### config.mk
export PLATFORM = sky130hd
export DESIGN_NAME = adc_convert_serial_port
export DESIGN_NICKNAME = d
export VERILOG_FILES = /design/src/hdl/adc_port_pkg.sv /design/src/hdl/pin_sync_edge.sv /design/src/hdl/adc_convert_serial_port.sv
export VERILOG_INCLUDE_DIRS = /design/src /design/src/hdl
export SDC_FILE = /design/constraint.sdc
export NUM_CORES = 1
export LEC_CHECK = 0
export BUFFER_PORTS_ARGS = -buffer_cell sky130_fd_sc_hd__buf_2
export CORE_MARGIN = 1.5
export CORE_UTILIZATION = 55
export CTS_BUF_LIST = sky130_fd_sc_hd__clkbuf_4
export CTS_CLUSTER_DIAMETER = 40
export DETAILED_ROUTE_END_ITERATION = 16
export GPL_TIMING_DRIVEN = 0
export PLACE_DENSITY = 0.77
export SLEW_MARGIN = 20
export SYNTH_ARGS = -nofsm -noshare
export SYNTH_HDL_FRONTEND = slang
export SYNTH_SLANG_ARGS = --single-unit
### constraint.sdc
create_clock -name clock -period 2.8 [get_ports clock]
set_input_delay 0.56 -clock clock [delete_from_list [all_inputs] [get_ports clock]]
set_output_delay 0.56 -clock clock [all_outputs]
set_load 0.01 [all_outputs]
### src/hdl/adc_port_defines.svh
// Timing counts, field positions and reset values for the converter port.
`ifndef ADC_PORT_DEFINES_SVH
`define ADC_PORT_DEFINES_SVH

// System clock rate.
`define CLOCK_MHZ          100

// Conversion times, in nanoseconds, and the cycle counts derived from them.
`define CONV_ANALOG_NS     9000
`define CONV_TEMP_NS       27000
`define CONV_ANALOG_CYC    ((`CONV_ANALOG_NS * `CLOCK_MHZ + 999) / 1000)
`define CONV_TEMP_CYC      ((`CONV_TEMP_NS * `CLOCK_MHZ + 999) / 1000)
`define CONV_COUNT_W       12

// Result and control byte layout.
`define RESULT_BITS        10
`define CONTROL_BITS       8
`define CHANNEL_MSB        7
`define CHANNEL_LSB        5
`define TEMP_CHANNEL       3'h0
`define CONTROL_RESET      8'h00
`define WRITE_COUNT_W      4
`define WRITE_DONE         4'h8

// Number of pins passed through the synchroniser.
`define PIN_COUNT          7

`endif

### src/hdl/adc_port_pkg.sv
// Types shared by the converter control and serial port logic.
package adc_port_pkg;

  typedef enum logic [1:0] {
    conv_idle,
    conv_running,
    conv_powered_down
  } conv_state_type;

endpackage : adc_port_pkg

### src/hdl/pin_sync_edge.sv
// Two-stage synchroniser with edge detection for a group of pins.
`timescale 1ns/1ps

module pin_sync_edge #(
  parameter int WIDTH = 1
) (
  // Clock and reset
  input  wire logic             clock,
  input  wire logic             rst,
  // Pins from outside the clock domain
  input  wire logic [WIDTH-1:0] pin_async,
  // Synchronised level and one-cycle edge pulses
  output logic      [WIDTH-1:0] level,
  output logic      [WIDTH-1:0] rise,
  output logic      [WIDTH-1:0] fall
);

  logic [WIDTH-1:0] meta_reg;
  logic [WIDTH-1:0] stable_reg;
  logic [WIDTH-1:0] last_reg;

  // The first stage feeds only the second; edges are taken one stage later.
  always_ff @(posedge clock) begin
    if (rst) begin
      meta_reg   <= '0;
      stable_reg <= '0;
      last_reg   <= '0;
    end else begin
      meta_reg   <= pin_async;
      stable_reg <= meta_reg;
      last_reg   <= stable_reg;
    end
  end

  assign level = stable_reg;
  assign rise  = stable_reg & ~last_reg;
  assign fall  = ~stable_reg & last_reg;

endmodule : pin_sync_edge

### src/hdl/adc_convert_serial_port.sv
// Conversion control and slave serial port of the converter.
`timescale 1ns/1ps
`include "adc_port_defines.svh"

// Function
// Mode chosen by start level at conversion end.
// Normal mode: host waits 100 ns after reads.
// Held-low start powers down as busy falls.
// Start rising edge powers device back up.
// Host holds start low for 2 us power-up.
// Slave port shifts only on host shift clock.
// Select low writes control, high reads result.
// Five-wire read: MSB on select rise, shift falling.
// Ten bits MSB first, eight allowed.
// Select stays high through split reads.
// Select low then high before next read.
// Five-wire output releases on select or chip-select end.
// First eight rising clocks load control byte.
// Five-wire: select high then low before rewrite.
// Three-wire use: chip select tied, data joined.
// Three-wire read: shifting starts second falling edge.
// Three-wire pin turns input on select fall.
// Three-wire: select high then low before rewrite.
// Start falling edge holds, converts, 9/27 us busy.
// Channel zero temperature sensor selected after reset.
// Result loaded at conversion end, held until next.
module adc_convert_serial_port
  import adc_port_pkg::*;
(
  // Clock and reset
  input  wire logic                        clock,
  input  wire logic                        rst,
  // Conversion control pins
  input  wire logic                        conversion_start_n,
  output logic                             busy,
  output logic                             sample_hold,
  output logic                             powered_down,
  // Converter core
  input  wire logic [`RESULT_BITS-1:0]     analog_result,
  output logic      [2:0]                  channel_address,
  output logic      [`CONTROL_BITS-1:0]    control_byte,
  // Serial port pins
  input  wire logic                        three_wire_mode,
  input  wire logic                        read_write_select,
  input  wire logic                        device_select_n,
  input  wire logic                        shift_clock,
  input  wire logic                        serial_in,
  output logic                             serial_out,
  output logic                             serial_out_oe,
  input  wire logic                        serial_io_in,
  output logic                             serial_io_out,
  output logic                             serial_io_oe
);

  localparam logic [`CONV_COUNT_W-1:0] ANALOG_CYC =
    `CONV_COUNT_W'(`CONV_ANALOG_CYC);
  localparam logic [`CONV_COUNT_W-1:0] TEMP_CYC =
    `CONV_COUNT_W'(`CONV_TEMP_CYC);

  // Synchronised pins.
  logic [`PIN_COUNT-1:0] pin_level;
  logic [`PIN_COUNT-1:0] pin_rise;
  logic [`PIN_COUNT-1:0] pin_fall;

  pin_sync_edge #(
    .WIDTH(`PIN_COUNT)
  ) pins (
    .clock    (clock),
    .rst      (rst),
    .pin_async({three_wire_mode, serial_io_in, serial_in, shift_clock,
                device_select_n, read_write_select, conversion_start_n}),
    .level    (pin_level),
    .rise     (pin_rise),
    .fall     (pin_fall)
  );

  logic start_level;
  logic start_rise;
  logic start_fall;
  logic rw_level;
  logic rw_rise;
  logic rw_fall;
  logic select_n_level;
  logic select_n_rise;
  logic sclk_rise;
  logic sclk_fall;
  logic three_level;
  logic data_in;
  logic select_active;

  assign start_level    = pin_level[0];
  assign start_rise     = pin_rise[0];
  assign start_fall     = pin_fall[0];
  assign rw_level       = pin_level[1];
  assign rw_rise        = pin_rise[1];
  assign rw_fall        = pin_fall[1];
  assign select_n_level = pin_level[2];
  assign select_n_rise  = pin_rise[2];
  assign sclk_rise      = pin_rise[3];
  assign sclk_fall      = pin_fall[3];
  assign three_level    = pin_level[6];
  // The three-wire hookup ties chip select low, so it is not consulted.
  assign select_active  = three_level || !select_n_level;
  assign data_in        = three_level ? pin_level[5] : pin_level[4];

  // Conversion sequencer state.
  conv_state_type                 conv_state_reg;
  conv_state_type                 conv_state_next;
  logic [`CONV_COUNT_W-1:0]       conv_count_reg;
  logic [`CONV_COUNT_W-1:0]       conv_count_next;
  logic                           temp_conv_reg;
  logic                           temp_conv_next;
  logic [`RESULT_BITS-1:0]        result_reg;
  logic [`RESULT_BITS-1:0]        result_next;

  always_comb begin
    conv_state_next = conv_state_reg;
    conv_count_next = conv_count_reg;
    temp_conv_next  = temp_conv_reg;
    result_next     = result_reg;
    unique case (conv_state_reg)
      conv_idle: begin
        if (start_fall) begin
          // The temperature channel needs the longer conversion.
          temp_conv_next  = (channel_address == `TEMP_CHANNEL);
          conv_count_next = (channel_address == `TEMP_CHANNEL) ?
                            TEMP_CYC - 1'b1 : ANALOG_CYC - 1'b1;
          conv_state_next = conv_running;
        end
      end
      conv_running: begin
        if (conv_count_reg == '0) begin
          result_next = analog_result;
          // A start line still low at the end selects power-down.
          if (!start_level) begin
            conv_state_next = conv_powered_down;
          end else begin
            conv_state_next = conv_idle;
          end
        end else begin
          conv_count_next = conv_count_reg - 1'b1;
        end
      end
      conv_powered_down: begin
        if (start_rise) begin
          conv_state_next = conv_idle;
        end
      end
    endcase
  end

  always_ff @(posedge clock) begin
    if (rst) begin
      conv_state_reg <= conv_idle;
      conv_count_reg <= '0;
      temp_conv_reg  <= 1'b0;
      result_reg     <= '0;
    end else begin
      conv_state_reg <= conv_state_next;
      conv_count_reg <= conv_count_next;
      temp_conv_reg  <= temp_conv_next;
      result_reg     <= result_next;
    end
  end

  assign busy         = (conv_state_reg == conv_running);
  assign sample_hold  = (conv_state_reg == conv_running);
  assign powered_down = (conv_state_reg == conv_powered_down);

  // Serial port state.
  logic                           read_active_reg;
  logic                           read_active_next;
  logic [`RESULT_BITS-1:0]        shift_reg;
  logic [`RESULT_BITS-1:0]        shift_next;
  logic                           out_bit_reg;
  logic                           out_bit_next;
  logic                           skip_reg;
  logic                           skip_next;
  logic [`WRITE_COUNT_W-1:0]      write_count_reg;
  logic [`WRITE_COUNT_W-1:0]      write_count_next;
  logic [`CONTROL_BITS-1:0]       write_shift_reg;
  logic [`CONTROL_BITS-1:0]       write_shift_next;
  logic [`CONTROL_BITS-1:0]       control_reg;
  logic [`CONTROL_BITS-1:0]       control_next;

  always_comb begin
    read_active_next = read_active_reg;
    shift_next       = shift_reg;
    out_bit_next     = out_bit_reg;
    skip_next        = skip_reg;
    write_count_next = write_count_reg;
    write_shift_next = write_shift_reg;
    control_next     = control_reg;

    // Reads start only on a fresh rise of the select line.
    if (rw_rise && select_active) begin
      read_active_next = 1'b1;
      shift_next       = result_reg;
      out_bit_next     = result_reg[`RESULT_BITS-1];
      // The shared pin holds its first bit past one extra falling edge.
      skip_next        = three_level;
    end else if (read_active_reg) begin
      if (rw_fall || (!three_level && select_n_rise)) begin
        read_active_next = 1'b0;
      end else if (sclk_fall) begin
        if (skip_reg) begin
          skip_next = 1'b0;
        end else begin
          // Bits past the tenth shift out as zero.
          shift_next   = {shift_reg[`RESULT_BITS-2:0], 1'b0};
          out_bit_next = shift_reg[`RESULT_BITS-2];
        end
      end
    end

    // A write window reopens only when the select line falls again.
    if (rw_fall) begin
      write_count_next = '0;
    end else if (!rw_level && select_active && sclk_rise &&
                 write_count_reg != `WRITE_DONE) begin
      write_shift_next = {write_shift_reg[`CONTROL_BITS-2:0], data_in};
      write_count_next = write_count_reg + 1'b1;
      if (write_count_reg == `WRITE_DONE - 1'b1) begin
        control_next = {write_shift_reg[`CONTROL_BITS-2:0], data_in};
      end
    end
  end

  always_ff @(posedge clock) begin
    if (rst) begin
      read_active_reg <= 1'b0;
      shift_reg       <= '0;
      out_bit_reg     <= 1'b0;
      skip_reg        <= 1'b0;
      write_count_reg <= '0;
      write_shift_reg <= '0;
      control_reg     <= `CONTROL_RESET;
    end else begin
      read_active_reg <= read_active_next;
      shift_reg       <= shift_next;
      out_bit_reg     <= out_bit_next;
      skip_reg        <= skip_next;
      write_count_reg <= write_count_next;
      write_shift_reg <= write_shift_next;
      control_reg     <= control_next;
    end
  end

  assign control_byte    = control_reg;
  assign channel_address = control_reg[`CHANNEL_MSB:`CHANNEL_LSB];
  assign serial_out      = out_bit_reg;
  assign serial_io_out   = out_bit_reg;
  assign serial_out_oe   = read_active_reg && !three_level;
  assign serial_io_oe    = read_active_reg && three_level;

  // Checks.
  logic [`CONV_COUNT_W-1:0] busy_len_reg;

  always_ff @(posedge clock) begin
    if (rst) begin
      busy_len_reg <= '0;
    end else if (busy) begin
      busy_len_reg <= busy_len_reg + 1'b1;
    end else begin
      busy_len_reg <= '0;
    end
  end
endmodule : adc_convert_serial_port

==> results.py <==
metrics = {
    "run_status": {
        "status": "completed",
    },
    "setup_path": {
        "arrival_ns": 2.64,
        "critPathLaunchType": "register",
        "critPathTopFamily": "compound AO/OA/AOI/OAI gates",
        "critical_path_class": "register to register",
        "reg2reg_slack_ns": 0.50,
        "critPathSlowestCell": "o2111ai_1",
        "cp_max_fo": 10,
        "cp_cell_sequence": "nand2b_1 > clkbuf_1 > o2111ai_1 > o21a_1 > clkbuf_1 > mux2i_1",
        "cp-end-kind": "register",
        "cp.required_ns": 3.14,
        "path_common_cell": "clkbuf_1",
        "r2r-end": "shift_reg[8]$_SDFFE_PP0P_",
        "crit_buf_inv": 2,
        "reg2reg_depth": 6,
        "rr_startpoint": "pins.level[6]$_SDFF_PP0_",
        "slowest_delay_ns": 0.73,
    },
    "routing": {
        "routed_via_density": 5.65,
        "routed_wirelength_mm": 6.51,
        "final_antenna_net_count": 0,
        "dr.pass1.iters": 4,
        "first_iter_violations": 257,
        "vias": 2770,
        "post_drt_wl_per_cell_um": 13.3,
        "drc": 0,
    },
    "cells_and_area": {
        "design_area_mm2": 0.00364,
        "final_common_cell": "dfxtp_1",
        "n_antenna_cell": 0,
        "finalNetCount": 439,
        "instances_no_fill": 490,
        "layout-drive-gt1-share_pct": 17.9,
        "most-common-layout-cells": "dfxtp_1 (73), a21oi_1 (40), buf_2 (39), nand2_1 (29), inv_1 (22)",
        "largest_reg_flops": 12,
        "utilization_pct": 65.2,
        "syn_to_final_growth_pct": 12.9,
    },
    "pwr": {
        "power_density_mw_per_mm2": 711,
        "leakage_nw": 1.48,
        "power_mw": 2.59,
        "ir_worst_vdd_v": 0.000390,
    },
    "global_route": {
        "grt_overflow": 0,
        "grt_pass1_wl_mm": 11.0,
        "antenna_found_initial": 0,
        "grt_max_degree": 14,
        "gr-usage-all-layers_pct": 22.3,
        "grt_pass1_vias": 2467,
    },
    "yosys": {
        "synth_mux_area_share_pct": 3.77,
        "ys_seq_elements": 73,
        "synth_fa_ha_area_share_pct": 2.72,
        "async_reset_ff_share_pct": 0,
        "synth-xor-area-share_pct": 0.272,
        "syn_inst": 366,
        "synth_edf_count": 0,
        "syn-num-nets": 392,
        "ys_seq_area_share_pct": 45.4,
        "synth_top_family_by_area": "simple AND/OR/NAND/NOR gates",
        "yosysWarningCount": 0,
        "synth_compound_area_share_pct": 20.3,
        "synthFlopType": "dfxtp_1",
        "ys_types": 48,
        "syn-cell-area_mm2": 0.00322,
        "avgSynthCellArea_um2": 8.80,
        "synthSimpleGateAreaFrac_pct": 20.7,
    },
    "clock_network": {
        "numCtsBuffers": 9,
        "postCtsSetupRepairBufs": 0,
        "clkTransAtPathRegs_ns": 0.12,
        "cts_max_level": 3,
        "clock_sinks": 73,
        "clock_path_buffers": 2,
        "ctsRootBufferMaster": "clkbuf_4",
        "clock_latency_ns": 0.41,
        "cts_resized": 0,
        "cts_tree": "done",
        "postCtsHoldBufs": 0,
    },
    "timing": {
        "period_needed_ns": 2.30,
        "slew_violations": 0,
        "max-slew-margin-rel_pct": 42.0,
        "finClkSkew_ns": 0.0108,
        "tns_ns": 0,
        "rsz0062_at_grt": "no",
        "hold_viol": 0,
        "setup_viol": 0,
        "hold-worst-slack_ns": 0.345,
        "fin_crit_sh_pct": 82.0,
        "fin_ws_ns": 0.503,
        "max_freq_ghz": 0.435,
        "max_slew.worst_pin.slew_ns": 0.864,
    },
    "floorplanning": {
        "die-area_mm2": 0.00633,
        "dieHeight_um": 79.5,
        "initial_core_util_pct": 57.8,
        "die_w_um": 79.5,
        "coreArea_mm2": 0.00557,
        "rows": 27,
        "pin_count": 37,
    },
    "placed_design": {
        "place_ws_ns": 0.547,
        "dpl_cell_area_mm2": 0.00349,
        "hpwl_mm": 4.58,
        "place_congestion": 0.859,
        "numPortBuffers": 36,
        "placed_cells": 474,
    },
    "hold_path": {
        "hold_depth": 2,
        "hp-class": "primary input to register",
        "holdCritStartpoint": "serial_io_in",
        "whs_endpoint": "pins.meta_reg[5]$_SDFF_PP0_",
    },
    "job": {
        "maxCapViolations": 0,
    },
}
[metal layers]
metal | vias up | track usage, % | part of all wire, % | wire (um)
met1 | 1294 | 27.9 | 45 | 2900
li1 | 1397 | - | - | -
met2 | 70 | 37.0 | 49 | 3190
met5 | - | 0 | 0 | 0
met4 | 0 | 7.72 | 1.5 | 97
met3 | 9 | 5.94 | 4.9 | 320
[kinds of logic after synthesis]
| family | Yosys count |
|---|---|
| adders and majority gates | 7 |
| DFF | 73 |
| and+or+nand+nor | 120 |
| xor gates and xnor gates | 1 |
| muxes | 11 |
| buffers and inverters | 51 |
| AOI/OAI and AO/OA | 103 |
[worst max-delay path by stage]
stage	start	end	depth (start not counted)
2_1_floorplan	conv_count_reg[0]$_SDFFE_PP0P_	conv_count_reg[9]$_SDFFE_PP0P_	7
3_3_place_gp	conv_count_reg[0]$_SDFFE_PP0P_	conv_count_reg[8]$_SDFFE_PP0P_	6
3_5_place_dp	pins.level[6]$_SDFF_PP0_	shift_reg[8]$_SDFFE_PP0P_	6
4_1_cts	conv_count_reg[0]$_SDFFE_PP0P_	conv_count_reg[8]$_SDFFE_PP0P_	6
5_1_grt	conv_count_reg[0]$_SDFFE_PP0P_	result_reg[9]$_SDFFE_PP0P_	8
6_report	pins.level[6]$_SDFF_PP0_	shift_reg[8]$_SDFFE_PP0P_	6
[worst register-to-register path: stages (launching register included)]
cell,delay (ns)
dfxtp_1,0.37
nand2b_1,0.16
clkbuf_1,0.18
o2111ai_1,0.73
o21a_1,0.18
clkbuf_1,0.38
mux2i_1,0.24
[power by group]
part / total (mW) / internal [mW] / switching, mW
clock network: 0.666 / 0.285 / 0.381
logic: 0.723 / 0.294 / 0.429
registers: 1.20 / 1.13 / 0.0634
[final cells by class]
| type | count | area [um2] |
|---|---|---|
| fill | 487 | 1940 |
| multi-input combinational | 242 | 1540 |
| sequential | 73 | 1460 |
| timing repair buffer | 36 | 180 |
| buffer | 29 | 139 |
| tap | 72 | 90.1 |
| inverter | 22 | 82.6 |
| clock buffer | 10 | 75.1 |
| clock inverter | 6 | 68.8 |
[synth_stat cells (3+ instances only)]
cell      count  area, um2
ha_1          7       87.6
o211ai_1     11       82.6
o31ai_1       4       30.0
nor2b_1      21        131
clkbuf_1     19       71.3
or3_1         7       43.8
and2_1        3       18.8
o21ai_0      21        105
nand2_1      29        109
or4_1         6       45.0
nor3_1        6       30.0
buf_4         5       37.5
dfxtp_1      73       1460
nor2_1        9       33.8
nand3_1      15       75.1
nand4_1       3       18.8
nand2b_1      5       31.3
mux2_2        9        101
inv_1        22       82.6
a21oi_1      40        200
nor4_1        3       18.8
nand3b_1      3       22.5
a31oi_1       3       18.8
buf_2         3       15.0
o211a_1       9       90.1
Note: power is estimated with default switching activity, not from simulation.
